File: config.mk
export PLATFORM = sky130hd
export DESIGN_NAME = front_panel_ui
export DESIGN_NICKNAME = d
export VERILOG_FILES = /design/src/logic/front_panel_pkg.sv /design/src/logic/blink_coder.sv /design/src/logic/front_panel_ui.sv
export VERILOG_INCLUDE_DIRS = /design/src /design/src/logic
export SDC_FILE = /design/constraint.sdc
export NUM_CORES = 1
export LEC_CHECK = 0
export ABC_AREA = 1
export BUFFER_PORTS_ARGS = -buffer_cell sky130_fd_sc_hd__buf_2
export CORE_ASPECT_RATIO = 0.5
export CORE_MARGIN = 2
export CORE_UTILIZATION = 30
export DETAILED_ROUTE_END_ITERATION = 6
export REMOVE_ABC_BUFFERS = 1
export SYNTH_ARGS = -nofsm -noshare
export SYNTH_HDL_FRONTEND = slang
export SYNTH_SLANG_ARGS = --single-unit
export TNS_END_PERCENT = 10
File: constraint.sdc
create_clock -name i_clk_sys -period 2.71 [get_ports i_clk_sys]
set_input_delay 0.271 -clock i_clk_sys [delete_from_list [all_inputs] [get_ports i_clk_sys]]
set_output_delay 0.271 -clock i_clk_sys [all_outputs]
set_load 0.005 [all_outputs]
File: src/logic/front_panel_cfg.svh
`ifndef FRONT_PANEL_CFG_SVH
`define FRONT_PANEL_CFG_SVH

// --
// Clock and timing (times in milliseconds)
// --
`define FP_CLK_HZ 20000000
`define FP_T_DEBOUNCE_MS 20
`define FP_T_SHORT_MS 1000
`define FP_T_LONG_MS 3000
`define FP_T_LONGER_MS 10000
`define FP_T_POWERUP_MS 3000
`define FP_T_START_MS 5000
`define FP_T_SLOT_MS 250
`define FP_PAUSE_SLOTS 4

// --
// Beep counts at each hold threshold and at power-up
// --
`define FP_BEEPS_SHORT 3'h1
`define FP_BEEPS_LONG 3'h2
`define FP_BEEPS_LONGER 3'h5
`define FP_BEEPS_POWERUP 3'h1

// --
// Register byte offsets
// --
`define FP_REG_CTRL 4'h0
`define FP_REG_CMD 4'h4
`define FP_REG_CODES 4'h8
`define FP_REG_STATUS 4'hC

// --
// Field positions
// --
`define FP_CTRL_BTN_EN 0
`define FP_CTRL_BUZZ_EN 1
`define FP_CTRL_CFG_DONE 2
`define FP_CTRL_IDENTIFY 3
`define FP_CTRL_FLEX_SRC 4
`define FP_CMD_ONOFF 0
`define FP_CMD_CLEAR 1
`define FP_CODES_WHITE 0
`define FP_CODES_RED 4
`define FP_CODES_SRC 8
`define FP_CODES_FLEX 12

// --
// Reset values
// --
`define FP_CTRL_RST 5'h03
`define FP_CODES_RST 16'h0000

`endif

File: src/logic/front_panel_pkg.sv
package front_panel_pkg;

    // Unit operating state
    typedef enum logic [1:0] {
        ST_POWERUP = 2'b00,
        ST_OFF = 2'b01,
        ST_STARTING = 2'b10,
        ST_ON = 2'b11
    } unit_state_t;

    // Indicator pattern code
    typedef enum logic [2:0] {
        LED_DARK = 3'b000,
        LED_1X = 3'b001,
        LED_2X = 3'b010,
        LED_3X = 3'b011,
        LED_4X = 3'b100,
        LED_STEADY = 3'b101
    } led_code_t;

endpackage : front_panel_pkg

File: src/logic/blink_coder.sv
`timescale 1ns/1ps
`include "front_panel_cfg.svh"

module blink_coder
    import front_panel_pkg::*;
#(
    parameter int unsigned PAUSE_SLOTS = `FP_PAUSE_SLOTS
) (
    input wire logic i_clk_sys, // System clock
    input wire logic i_rst_n, // Synchronous reset, active low
    input wire logic i_ce, // Clock enable
    input wire logic i_tick, // One pulse per blink slot
    input wire logic [2:0] i_code, // Pattern code
    output logic o_lit // Indicator level
);

    // --
    // Slot position within the pattern frame
    // --
    logic [4:0] pos; // Current slot
    logic [2:0] last_code; // Code seen in the previous cycle
    logic [4:0] frame_len; // Slots per frame for the code

    generate
        if (PAUSE_SLOTS < 1 || PAUSE_SLOTS > 16) begin : g_bad_pause
            $error("blink_coder: PAUSE_SLOTS out of range");
        end
    endgenerate

    // N flashes of one slot on and one off, then a dark pause
    assign frame_len = 5'({i_code, 1'b0}) + 5'(PAUSE_SLOTS);

    // Advance slot; restart the frame when the code changes
    always_ff @(posedge i_clk_sys) begin
        if (!i_rst_n) begin
            pos <= 5'h00;
            last_code <= 3'h0;
        end else if (i_ce) begin
            last_code <= i_code;
            if (i_code != last_code) begin
                pos <= 5'h00; // New code starts clean
            end else if (i_tick) begin
                pos <= (pos >= frame_len - 5'h01) ? 5'h00 : pos + 5'h01; // RL19
            end
        end
    end

    // Output level from code and slot
    always_ff @(posedge i_clk_sys) begin
        if (!i_rst_n) begin
            o_lit <= 1'b0;
        end else if (i_ce) begin
            if (i_code == LED_STEADY) begin
                o_lit <= 1'b1; // Steady on
            end else if (i_code >= LED_1X && i_code <= LED_4X) begin
                o_lit <= (pos < 5'({i_code, 1'b0})) && !pos[0]; // RL19
            end else begin
                o_lit <= 1'b0; // Dark or unused code
            end
        end
    end

endmodule : blink_coder

File: src/logic/front_panel_ui.sv
// How it works
// RL1 - Impulse release clears errors, silences buzzer
// RL2 - Release after 1-3 s toggles unit
// RL3 - One beep at one second hold
// RL4 - Release after 3-10 s does nothing
// RL5 - Two beeps at three seconds hold
// RL6 - Hold beyond ten seconds resets system
// RL7 - Five beeps at ten seconds hold
// RL8 - Setting disables button; presses ignored
// RL9 - Power-up: beep, all lit, then off
// RL10 - No operation before initial configuration
// RL11 - Start converters, red off once on
// RL12 - White: off, steady, 1x standby, 2x restart
// RL13 - Red off running, steady when unit off
// RL14 - Red flashes 1-4 give error class
// RL15 - Source indicator off, steady, 1-4 flashes
// RL16 - Flex-as-source indicator like source indicator
// RL17 - Buzzer follows red code; can be disabled
// RL18 - Power-up blink all; identify blinks all (code lights all steady at power-up)
// RL19 - N flashes then longer dark pause
// RL20 - Synchronise and debounce button first
//
// Chosen here: the placing of the registers and the Avalon-MM slave port.
`timescale 1ns/1ps
`include "front_panel_cfg.svh"

module front_panel_ui
    import front_panel_pkg::*;
#(
    parameter int unsigned CLK_HZ = `FP_CLK_HZ,
    parameter int unsigned DEBOUNCE_CYC = `FP_T_DEBOUNCE_MS * (CLK_HZ / 1000),
    parameter int unsigned SHORT_CYC = `FP_T_SHORT_MS * (CLK_HZ / 1000),
    parameter int unsigned LONG_CYC = `FP_T_LONG_MS * (CLK_HZ / 1000),
    parameter int unsigned LONGER_CYC = `FP_T_LONGER_MS * (CLK_HZ / 1000),
    parameter int unsigned POWERUP_CYC = `FP_T_POWERUP_MS * (CLK_HZ / 1000),
    parameter int unsigned START_CYC = `FP_T_START_MS * (CLK_HZ / 1000),
    parameter int unsigned SLOT_CYC = `FP_T_SLOT_MS * (CLK_HZ / 1000)
) (
    input wire logic i_clk_sys, // System clock, 20 MHz
    input wire logic i_rst_n, // Synchronous reset, active low
    input wire logic i_ce, // Clock enable, freezes all state when low
    input wire logic i_button, // Front button, high while pressed
    input wire logic [3:0] i_address, // Avalon byte address
    input wire logic i_read, // Avalon read
    input wire logic i_write, // Avalon write
    input wire logic [31:0] i_writedata, // Avalon write data
    input wire logic [3:0] i_byteenable, // Avalon byte enables
    output logic [31:0] o_readdata, // Avalon read data
    output logic o_waitrequest, // Avalon wait request
    output logic o_led_white, // Central white indicator
    output logic o_led_red, // Central red indicator
    output logic o_led_src, // AC-source indicator
    output logic o_led_flex, // Flex-as-source indicator
    output logic o_buzzer, // Buzzer drive
    output logic o_unit_on, // Load output, source and flex enabled
    output logic o_clear_errors, // One-cycle request to clear errors
    output logic o_sys_reset // One-cycle reset request to all devices
);

    // --
    // Declarations
    // --
    unit_state_t state; // Operating state
    logic [31:0] state_cnt; // Time in power-up or start state
    logic btn_s1, btn_s2; // Button synchroniser
    logic btn_db; // Debounced button level
    logic [31:0] db_cnt; // Debounce counter
    logic [31:0] hold_cnt; // Hold duration of current press
    logic btn_toggle; // Short press release
    logic btn_impulse; // Impulse press release
    logic [31:0] slot_cnt; // Blink slot divider
    logic slot_tick; // One pulse per slot
    logic [2:0] beeps_left; // Remaining beeps in a burst
    logic beep_gap; // Burst in its silent half
    logic ident_phase; // Identify blink phase
    logic silenced; // Buzzer silenced by impulse press
    logic [4:0] ctrl; // Control register
    logic [15:0] codes; // Status code register
    logic ack; // Bus answer cycle
    logic req; // Bus request present
    logic cmd_toggle; // Software on/off request
    logic [2:0] disp_code [4]; // Codes shown on white, red, source, flex
    logic [3:0] lit; // Pattern levels from coders
    logic [2:0] last_red; // Red code of previous cycle

    generate
        if (SHORT_CYC < 1 || SHORT_CYC >= LONG_CYC || LONG_CYC >= LONGER_CYC ||
            SLOT_CYC < 1 || DEBOUNCE_CYC < 1 || POWERUP_CYC < 1 || START_CYC < 1)
        begin : g_bad_timing
            $error("front_panel_ui: timing parameters out of order");
        end
    endgenerate

    // Decode a register offset
    function automatic logic hit(input logic [3:0] addr, input logic [3:0] off);
        hit = (addr == off);
    endfunction : hit

    // --
    // Avalon-MM slave
    // --
    assign req = i_read || i_write;
    assign o_waitrequest = req && !ack; // One wait cycle per access
    assign cmd_toggle = i_write && ack && hit(i_address, `FP_REG_CMD) &&
        i_byteenable[0] && i_writedata[`FP_CMD_ONOFF];

    // Answer each request on its second cycle
    always_ff @(posedge i_clk_sys) begin
        if (!i_rst_n) begin
            ack <= 1'b0;
        end else if (i_ce) begin
            ack <= req && !ack;
        end
    end

    // Read data stands from the answer edge
    always_ff @(posedge i_clk_sys) begin
        if (!i_rst_n) begin
            o_readdata <= 32'h0;
        end else if (i_ce && i_read && !ack) begin
            if (hit(i_address, `FP_REG_CTRL)) begin
                o_readdata <= {27'h0, ctrl};
            end else if (hit(i_address, `FP_REG_CODES)) begin
                o_readdata <= {16'h0, codes};
            end else if (hit(i_address, `FP_REG_STATUS)) begin
                o_readdata <= {26'h0, (beeps_left != 3'h0), silenced, o_unit_on,
                    btn_db, state};
            end else begin
                o_readdata <= 32'h0; // Command and unmapped read zero
            end
        end
    end

    // Control and code registers
    always_ff @(posedge i_clk_sys) begin
        if (!i_rst_n) begin
            ctrl <= `FP_CTRL_RST;
            codes <= `FP_CODES_RST;
        end else if (i_ce && i_write && ack) begin
            if (hit(i_address, `FP_REG_CTRL)) begin
                if (i_byteenable[0]) begin
                    ctrl <= i_writedata[4:0]; // RL8 RL17
                end
            end else if (hit(i_address, `FP_REG_CODES)) begin
                if (i_byteenable[0]) begin
                    codes[7:0] <= i_writedata[7:0];
                end
                if (i_byteenable[1]) begin
                    codes[15:8] <= i_writedata[15:8];
                end
            end
        end
    end

    // --
    // Button conditioning
    // --
    // Two-stage synchroniser
    always_ff @(posedge i_clk_sys) begin
        if (!i_rst_n) begin
            btn_s1 <= 1'b0;
            btn_s2 <= 1'b0;
        end else if (i_ce) begin
            btn_s1 <= i_button; // RL20
            btn_s2 <= btn_s1;
        end
    end

    // Take a level once stable for the debounce time
    always_ff @(posedge i_clk_sys) begin
        if (!i_rst_n) begin
            btn_db <= 1'b0;
            db_cnt <= 32'h0;
        end else if (i_ce) begin
            if (btn_s2 == btn_db) begin
                db_cnt <= 32'h0;
            end else if (db_cnt >= DEBOUNCE_CYC - 1) begin
                btn_db <= btn_s2; // RL20
                db_cnt <= 32'h0;
            end else begin
                db_cnt <= db_cnt + 32'h1;
            end
        end
    end

    // Measure the hold; classify the press on release
    always_ff @(posedge i_clk_sys) begin
        if (!i_rst_n) begin
            hold_cnt <= 32'h0;
            btn_toggle <= 1'b0;
            btn_impulse <= 1'b0;
            o_sys_reset <= 1'b0;
        end else if (i_ce) begin
            btn_toggle <= 1'b0;
            btn_impulse <= 1'b0;
            o_sys_reset <= 1'b0;
            if (!ctrl[`FP_CTRL_BTN_EN] || state == ST_POWERUP) begin
                hold_cnt <= 32'h0; // RL8
            end else if (btn_db) begin
                if (hold_cnt < LONGER_CYC) begin
                    hold_cnt <= hold_cnt + 32'h1;
                end
                o_sys_reset <= (hold_cnt == LONGER_CYC - 1); // RL6
            end else if (hold_cnt != 32'h0) begin
                hold_cnt <= 32'h0;
                if (hold_cnt < SHORT_CYC) begin
                    btn_impulse <= 1'b1; // RL1
                end else if (hold_cnt < LONG_CYC) begin
                    btn_toggle <= 1'b1; // RL2
                end
                // Longer holds end with no action RL4
            end
        end
    end

    // --
    // Unit state
    // --
    always_ff @(posedge i_clk_sys) begin
        if (!i_rst_n) begin
            state <= ST_POWERUP;
            state_cnt <= 32'h0;
        end else if (i_ce) begin
            state_cnt <= state_cnt + 32'h1;
            case (state)
                ST_POWERUP: begin
                    if (state_cnt >= POWERUP_CYC - 1) begin
                        state <= ST_OFF; // RL9
                    end
                end
                ST_OFF: begin
                    if ((btn_toggle || cmd_toggle) && ctrl[`FP_CTRL_CFG_DONE]) begin
                        state <= ST_STARTING; // RL10
                        state_cnt <= 32'h0;
                    end
                end
                ST_STARTING: begin
                    if (btn_toggle || cmd_toggle) begin
                        state <= ST_OFF;
                    end else if (state_cnt >= START_CYC - 1) begin
                        state <= ST_ON; // RL11
                    end
                end
                ST_ON: begin
                    if (btn_toggle || cmd_toggle) begin
                        state <= ST_OFF; // RL2
                    end
                end
                default: begin
                    state <= ST_OFF;
                end
            endcase
        end
    end

    // Unit enable and error clear request
    always_ff @(posedge i_clk_sys) begin
        if (!i_rst_n) begin
            o_unit_on <= 1'b0;
            o_clear_errors <= 1'b0;
        end else if (i_ce) begin
            o_unit_on <= (state == ST_STARTING) || (state == ST_ON); // RL9 RL11
            o_clear_errors <= btn_impulse || (i_write && ack &&
                hit(i_address, `FP_REG_CMD) && i_byteenable[0] &&
                i_writedata[`FP_CMD_CLEAR]); // RL1
        end
    end

    // --
    // Slot timing and beeps
    // --
    always_ff @(posedge i_clk_sys) begin
        if (!i_rst_n) begin
            slot_cnt <= 32'h0;
            slot_tick <= 1'b0;
            ident_phase <= 1'b0;
        end else if (i_ce) begin
            slot_tick <= (slot_cnt == SLOT_CYC - 1);
            slot_cnt <= (slot_cnt >= SLOT_CYC - 1) ? 32'h0 : slot_cnt + 32'h1;
            if (slot_tick) begin
                ident_phase <= !ident_phase;
            end
        end
    end

    // Beep bursts at hold thresholds and at power-up
    always_ff @(posedge i_clk_sys) begin
        if (!i_rst_n) begin
            beeps_left <= `FP_BEEPS_POWERUP; // RL9
            beep_gap <= 1'b0;
        end else if (i_ce) begin
            if (btn_db && hold_cnt == SHORT_CYC - 1) begin
                beeps_left <= `FP_BEEPS_SHORT; // RL3
                beep_gap <= 1'b0;
            end else if (btn_db && hold_cnt == LONG_CYC - 1) begin
                beeps_left <= `FP_BEEPS_LONG; // RL5
                beep_gap <= 1'b0;
            end else if (btn_db && hold_cnt == LONGER_CYC - 1) begin
                beeps_left <= `FP_BEEPS_LONGER; // RL7
                beep_gap <= 1'b0;
            end else if (slot_tick && beeps_left != 3'h0) begin
                beep_gap <= !beep_gap;
                if (beep_gap) begin
                    beeps_left <= beeps_left - 3'h1;
                end
            end
        end
    end

    // Impulse silences until red code changes
    always_ff @(posedge i_clk_sys) begin
        if (!i_rst_n) begin
            silenced <= 1'b0;
            last_red <= 3'h0;
        end else if (i_ce) begin
            last_red <= disp_code[1];
            if (btn_impulse) begin
                silenced <= 1'b1; // RL1
            end else if (disp_code[1] != last_red) begin
                silenced <= 1'b0;
            end
        end
    end

    // --
    // Indicator codes and pattern coders
    // --
    always_comb begin
        disp_code[0] = LED_DARK;
        disp_code[1] = LED_STEADY;
        disp_code[2] = codes[`FP_CODES_SRC +: 3]; // RL15
        disp_code[3] = ctrl[`FP_CTRL_FLEX_SRC] ? codes[`FP_CODES_FLEX +: 3] : LED_DARK; // RL16
        if (state == ST_ON) begin
            disp_code[0] = (codes[`FP_CODES_WHITE +: 3] == LED_DARK) ? LED_STEADY :
                codes[`FP_CODES_WHITE +: 3]; // RL12
            disp_code[1] = codes[`FP_CODES_RED +: 3]; // RL13 RL14
        end else if (state == ST_STARTING) begin
            disp_code[0] = LED_STEADY;
        end
        if (state != ST_ON && state != ST_STARTING) begin
            disp_code[2] = LED_DARK; // Source connection disabled while off
            disp_code[3] = LED_DARK; // Flex disabled while off
        end
    end

    generate
        for (genvar g = 0; g < 4; g++) begin : g_coder
            blink_coder #(
                .PAUSE_SLOTS(`FP_PAUSE_SLOTS)
            ) u_coder (
                .i_clk_sys(i_clk_sys),
                .i_rst_n(i_rst_n),
                .i_ce(i_ce),
                .i_tick(slot_tick),
                .i_code(disp_code[g]),
                .o_lit(lit[g])
            );
        end
    endgenerate

    // Lamp and buzzer drive
    always_ff @(posedge i_clk_sys) begin
        if (!i_rst_n) begin
            o_led_white <= 1'b0;
            o_led_red <= 1'b0;
            o_led_src <= 1'b0;
            o_led_flex <= 1'b0;
            o_buzzer <= 1'b0;
        end else if (i_ce) begin
            if (state == ST_POWERUP) begin
                {o_led_white, o_led_red, o_led_src, o_led_flex} <= 4'hF; // RL9 RL18
            end else if (ctrl[`FP_CTRL_IDENTIFY]) begin
                {o_led_white, o_led_red, o_led_src, o_led_flex} <= {4{ident_phase}}; // RL18
            end else begin
                {o_led_white, o_led_red, o_led_src, o_led_flex} <= {lit[0], lit[1],
                    lit[2], lit[3]};
            end
            if (beeps_left != 3'h0) begin
                o_buzzer <= !beep_gap; // RL3 RL5 RL7
            end else begin
                o_buzzer <= ctrl[`FP_CTRL_BUZZ_EN] && !silenced &&
                    (state == ST_ON) && lit[1]; // RL17
            end
        end
    end

endmodule : front_panel_ui

==> impl_metrics.json <==
{
  "worstPathCellList": "ha_2, buf_4, nand3_1, nand2_1, inv_1, ha_1, xor2_1, ha_1, nand2_1, o211ai_1, nor3_1, nor2_1, nor2_1",
  "die_x_um": 298.4,
  "layout_min_cycle_time_ps": 2512,
  "die_y_um": 151.2,
  "critPathCaptureType": "flip-flop",
  "finalWorstSetupSlack_ps": 197.8,
  "dr_wl_met2_mm": 15.72,
  "ys_ff_latch": 224,
  "grt_pass1_wl_mm": 56.28,
  "ys_types": 46,
  "cts_max_path_buffers": 3,
  "power_w": 0.007630,
  "slowest_delay_ps": 370,
  "slew_headroom": 0.5987,
  "m1WireLength_mm": 16.10,
  "cts_buffers": 25,
  "post_cts_buffers": 0,
  "critical_path_class": "flip-flop to flip-flop",
  "status": "completed",
  "dr.pass1.iters": 6,
  "finalClockSkew_ps": 21.38,
  "cts_sinks": 224,
  "hold_depth": 3,
  "drtAntennaViolNets": 0,
  "finalHoldViolations": 0,
  "top_layer": "met4",
  "r2r_cells": 13,
  "start_util": 0.3068,
  "area_growth_pct": 14.94,
  "die_area_um2": 45120,
  "ys_seq_area_frac": 0.3449,
  "fin_setup_tns_ps": 0,
  "final_net_count": 2134,
  "finish.utilization": 0.3526,
  "yosys.area_share.simple": 0.3496,
  "wl_met3_mm": 1.365,
  "synth_fa_ha_area_frac": 0.05293,
  "synthCells": 1971,
  "cap_violations": 0,
  "worst_path_max_delay_cell": "dfxtp_1",
  "setup_viol": 0,
  "vdd_drop_max_uv": 369.7,
  "rows": 53,
  "vias": 12400,
  "crit_required_ps": 3150,
  "grt-ovfl-total": 0,
  "grt_antenna_before_repair": 0,
  "htreeDepth": 1,
  "fmax_ghz": 0.3981,
  "drive_gt1_frac": 0.09317,
  "grt_use_total": 0.1487,
  "drtIter0Drc": 729,
  "io_buffer_count": 52,
  "slew_viol_final": 0,
  "clkSlewWorstSetupHoldPaths_ps": 60,
  "hold_path_class": "primary input to flip-flop",
  "insertedDiodeCount": 0,
  "critPathArrivalTime_ps": 2960,
  "grt_max_degree": 59,
  "worst-path-max-fanout": 7,
  "worst_pin_slew_ps": 598.8,
  "synth_xor_area_frac": 0.04042,
  "leakage_nw": 5.971,
  "ys_warn_count": 0,
  "startpoint_type": "flip-flop",
  "vias_per_cell": 4.720,
  "core-area_um2": 42370,
  "gp_congestion": 0.9177,
  "io_pins": 87,
  "cts-root-buf": "clkbuf_16",
  "fin_crit_sh": 0.9270,
  "synth-compound-area-share": 0.1113,
  "post-place-ws_ps": 143.1,
  "muxShareOfSynthArea": 0,
  "synthesis.area_um2": 13000,
  "drc": 0,
  "wl_per_cell_um": 12.89,
  "p_per_area_nw_per_um2": 510.6,
  "grt_pass1_vias": 11350,
  "rsz0062_at_grt": "yes",
  "detailed_place_hpwl_mm": 24.55,
  "routed_wl_mm": 33.86,
  "insertion_delay_ps": 560,
  "cts_tree": "done",
  "avgSynthCellArea_um2": 6.596,
  "synth_top_family_by_area": "simple AND/OR/NAND/NOR gates"
}
[report_power, final]
group,internal (W),switching [W]
Combinational,0.000224,0.000451
Clock,0.00209,0.00146
Sequential,0.00335,0.0000530
Total,0.00567,0.00196
[synth_stat cells, drive strengths merged]
| library cell | number | area share |
|---|---|---|
| conb | 1 | 0.00029 |
| o31ai | 1 | 0.00058 |
| dfxtp | 224 | 0.34 |
| a31oi | 8 | 0.0038 |
| inv | 232 | 0.067 |
| ha | 55 | 0.053 |
| o22ai | 6 | 0.0029 |
| nand2 | 443 | 0.13 |
| a211oi | 1 | 0.00058 |
| or2 | 7 | 0.0034 |
| a21oi | 144 | 0.055 |
| a21boi | 1 | 0.00058 |
| nand3b | 7 | 0.0043 |
| o41ai | 1 | 0.00067 |
| nor3b | 7 | 0.0044 |
| nor3 | 69 | 0.028 |
| o311ai | 1 | 0.00067 |
| o21ai | 102 | 0.040 |
| o21a | 3 | 0.0017 |
| a41oi | 2 | 0.0013 |
| buf | 49 | 0.024 |
| nand3 | 157 | 0.064 |
| nand4 | 38 | 0.019 |
| clkbuf | 33 | 0.0097 |
| nor2 | 304 | 0.092 |
| o211ai | 6 | 0.0035 |
| xnor2 | 18 | 0.012 |
| xor2 | 42 | 0.028 |
| nor4 | 9 | 0.0043 |
[final timing paths]
check	startpoint	slack (ps)	to
worst max-delay path	state[1]	200	g_coder[0].u_coder.pos[2]
worst min-delay path	i_writedata[2]	40	ctrl[2]
worst max register to register	state[1]	200	g_coder[0].u_coder.pos[2]
worst min register to register	slot_cnt[27]	440	slot_cnt[27]
[layout make-up]
class / count / area [um^2]
fill: 4526 / 27430
multi-input combinational: 1448 / 7303
sequential: 224 / 4486
inverter: 232 / 872.1
clock buffer: 34 / 729.5
tap: 577 / 721.9
timing repair buffer: 102 / 703.2
clock inverter: 10 / 127.6
[per-layer routing]
metal	up-vias	global-route usage
li1	6462	-
met1	5676	0.1947
met2	219	0.2581
met3	43	0.02008
met4	0	0.03970
met5	-	0
[worst max-delay path, delay by kind of cell, from the launching register on]
kind / cells / cell delay (ps)
DFF: 1 / 370
adders and majority gates: 3 / 710
buffers and inverters: 2 / 260
and+or+nand+nor: 6 / 530
xor gates and xnor gates: 1 / 160
AOI/OAI and AO/OA: 1 / 370
[layout by cell type, fill, tap and decap left out, drive strengths merged, types with 18 or more instances in the layout]
cell type,n
nand2,443
nor2,304
inv,234
dfxtp,224
nand3,157
a21oi,144
o21ai,102
buf,86
nor3,69
ha,55
xor2,42
nand4,38
clkbuf,34
xnor2,18
[cells by family (layout without fill, tap and decap cells)]
kind of cell,after synthesis,in the layout
compound gates,276,276
xor+xnor,60,60
fa+ha+maj,55,55
buf+inv,314,378
flops,224,224
other cells,1,16
simple gates,1041,1041
[state kept, by name, summed over array words and instances, names as in the netlist, 2 cells and up]
signal                     count
state_cnt                     32
state                          2
ctrl                           5
g_coder.u_coder.last_code     12
slot_cnt                      32
codes                         16
db_cnt                        32
beeps_left                     3
hold_cnt                      32
o_readdata                    16
g_coder.u_coder.o_lit          4
g_coder.u_coder.pos           20
[what timing repair did]
item                                    CTS  global route
gates resized for setup                   0            11
hold endpoints to repair                 16             0
endpoints found under the setup margin    0            14
hold buffers                             16             0
[metrics by stage]
stage	hold WS, ps	area, um^2	instances
6_report	35.76	14940	2627
5_1_grt	38.06	14940	2627
4_1_cts	15.35	14910	2627
3_5_place_dp	428.3	13890	2567
3_3_place_gp	426.4	13890	2567
2_1_floorplan	349.5	12620	1904
(Power assumes the default switching activity.)
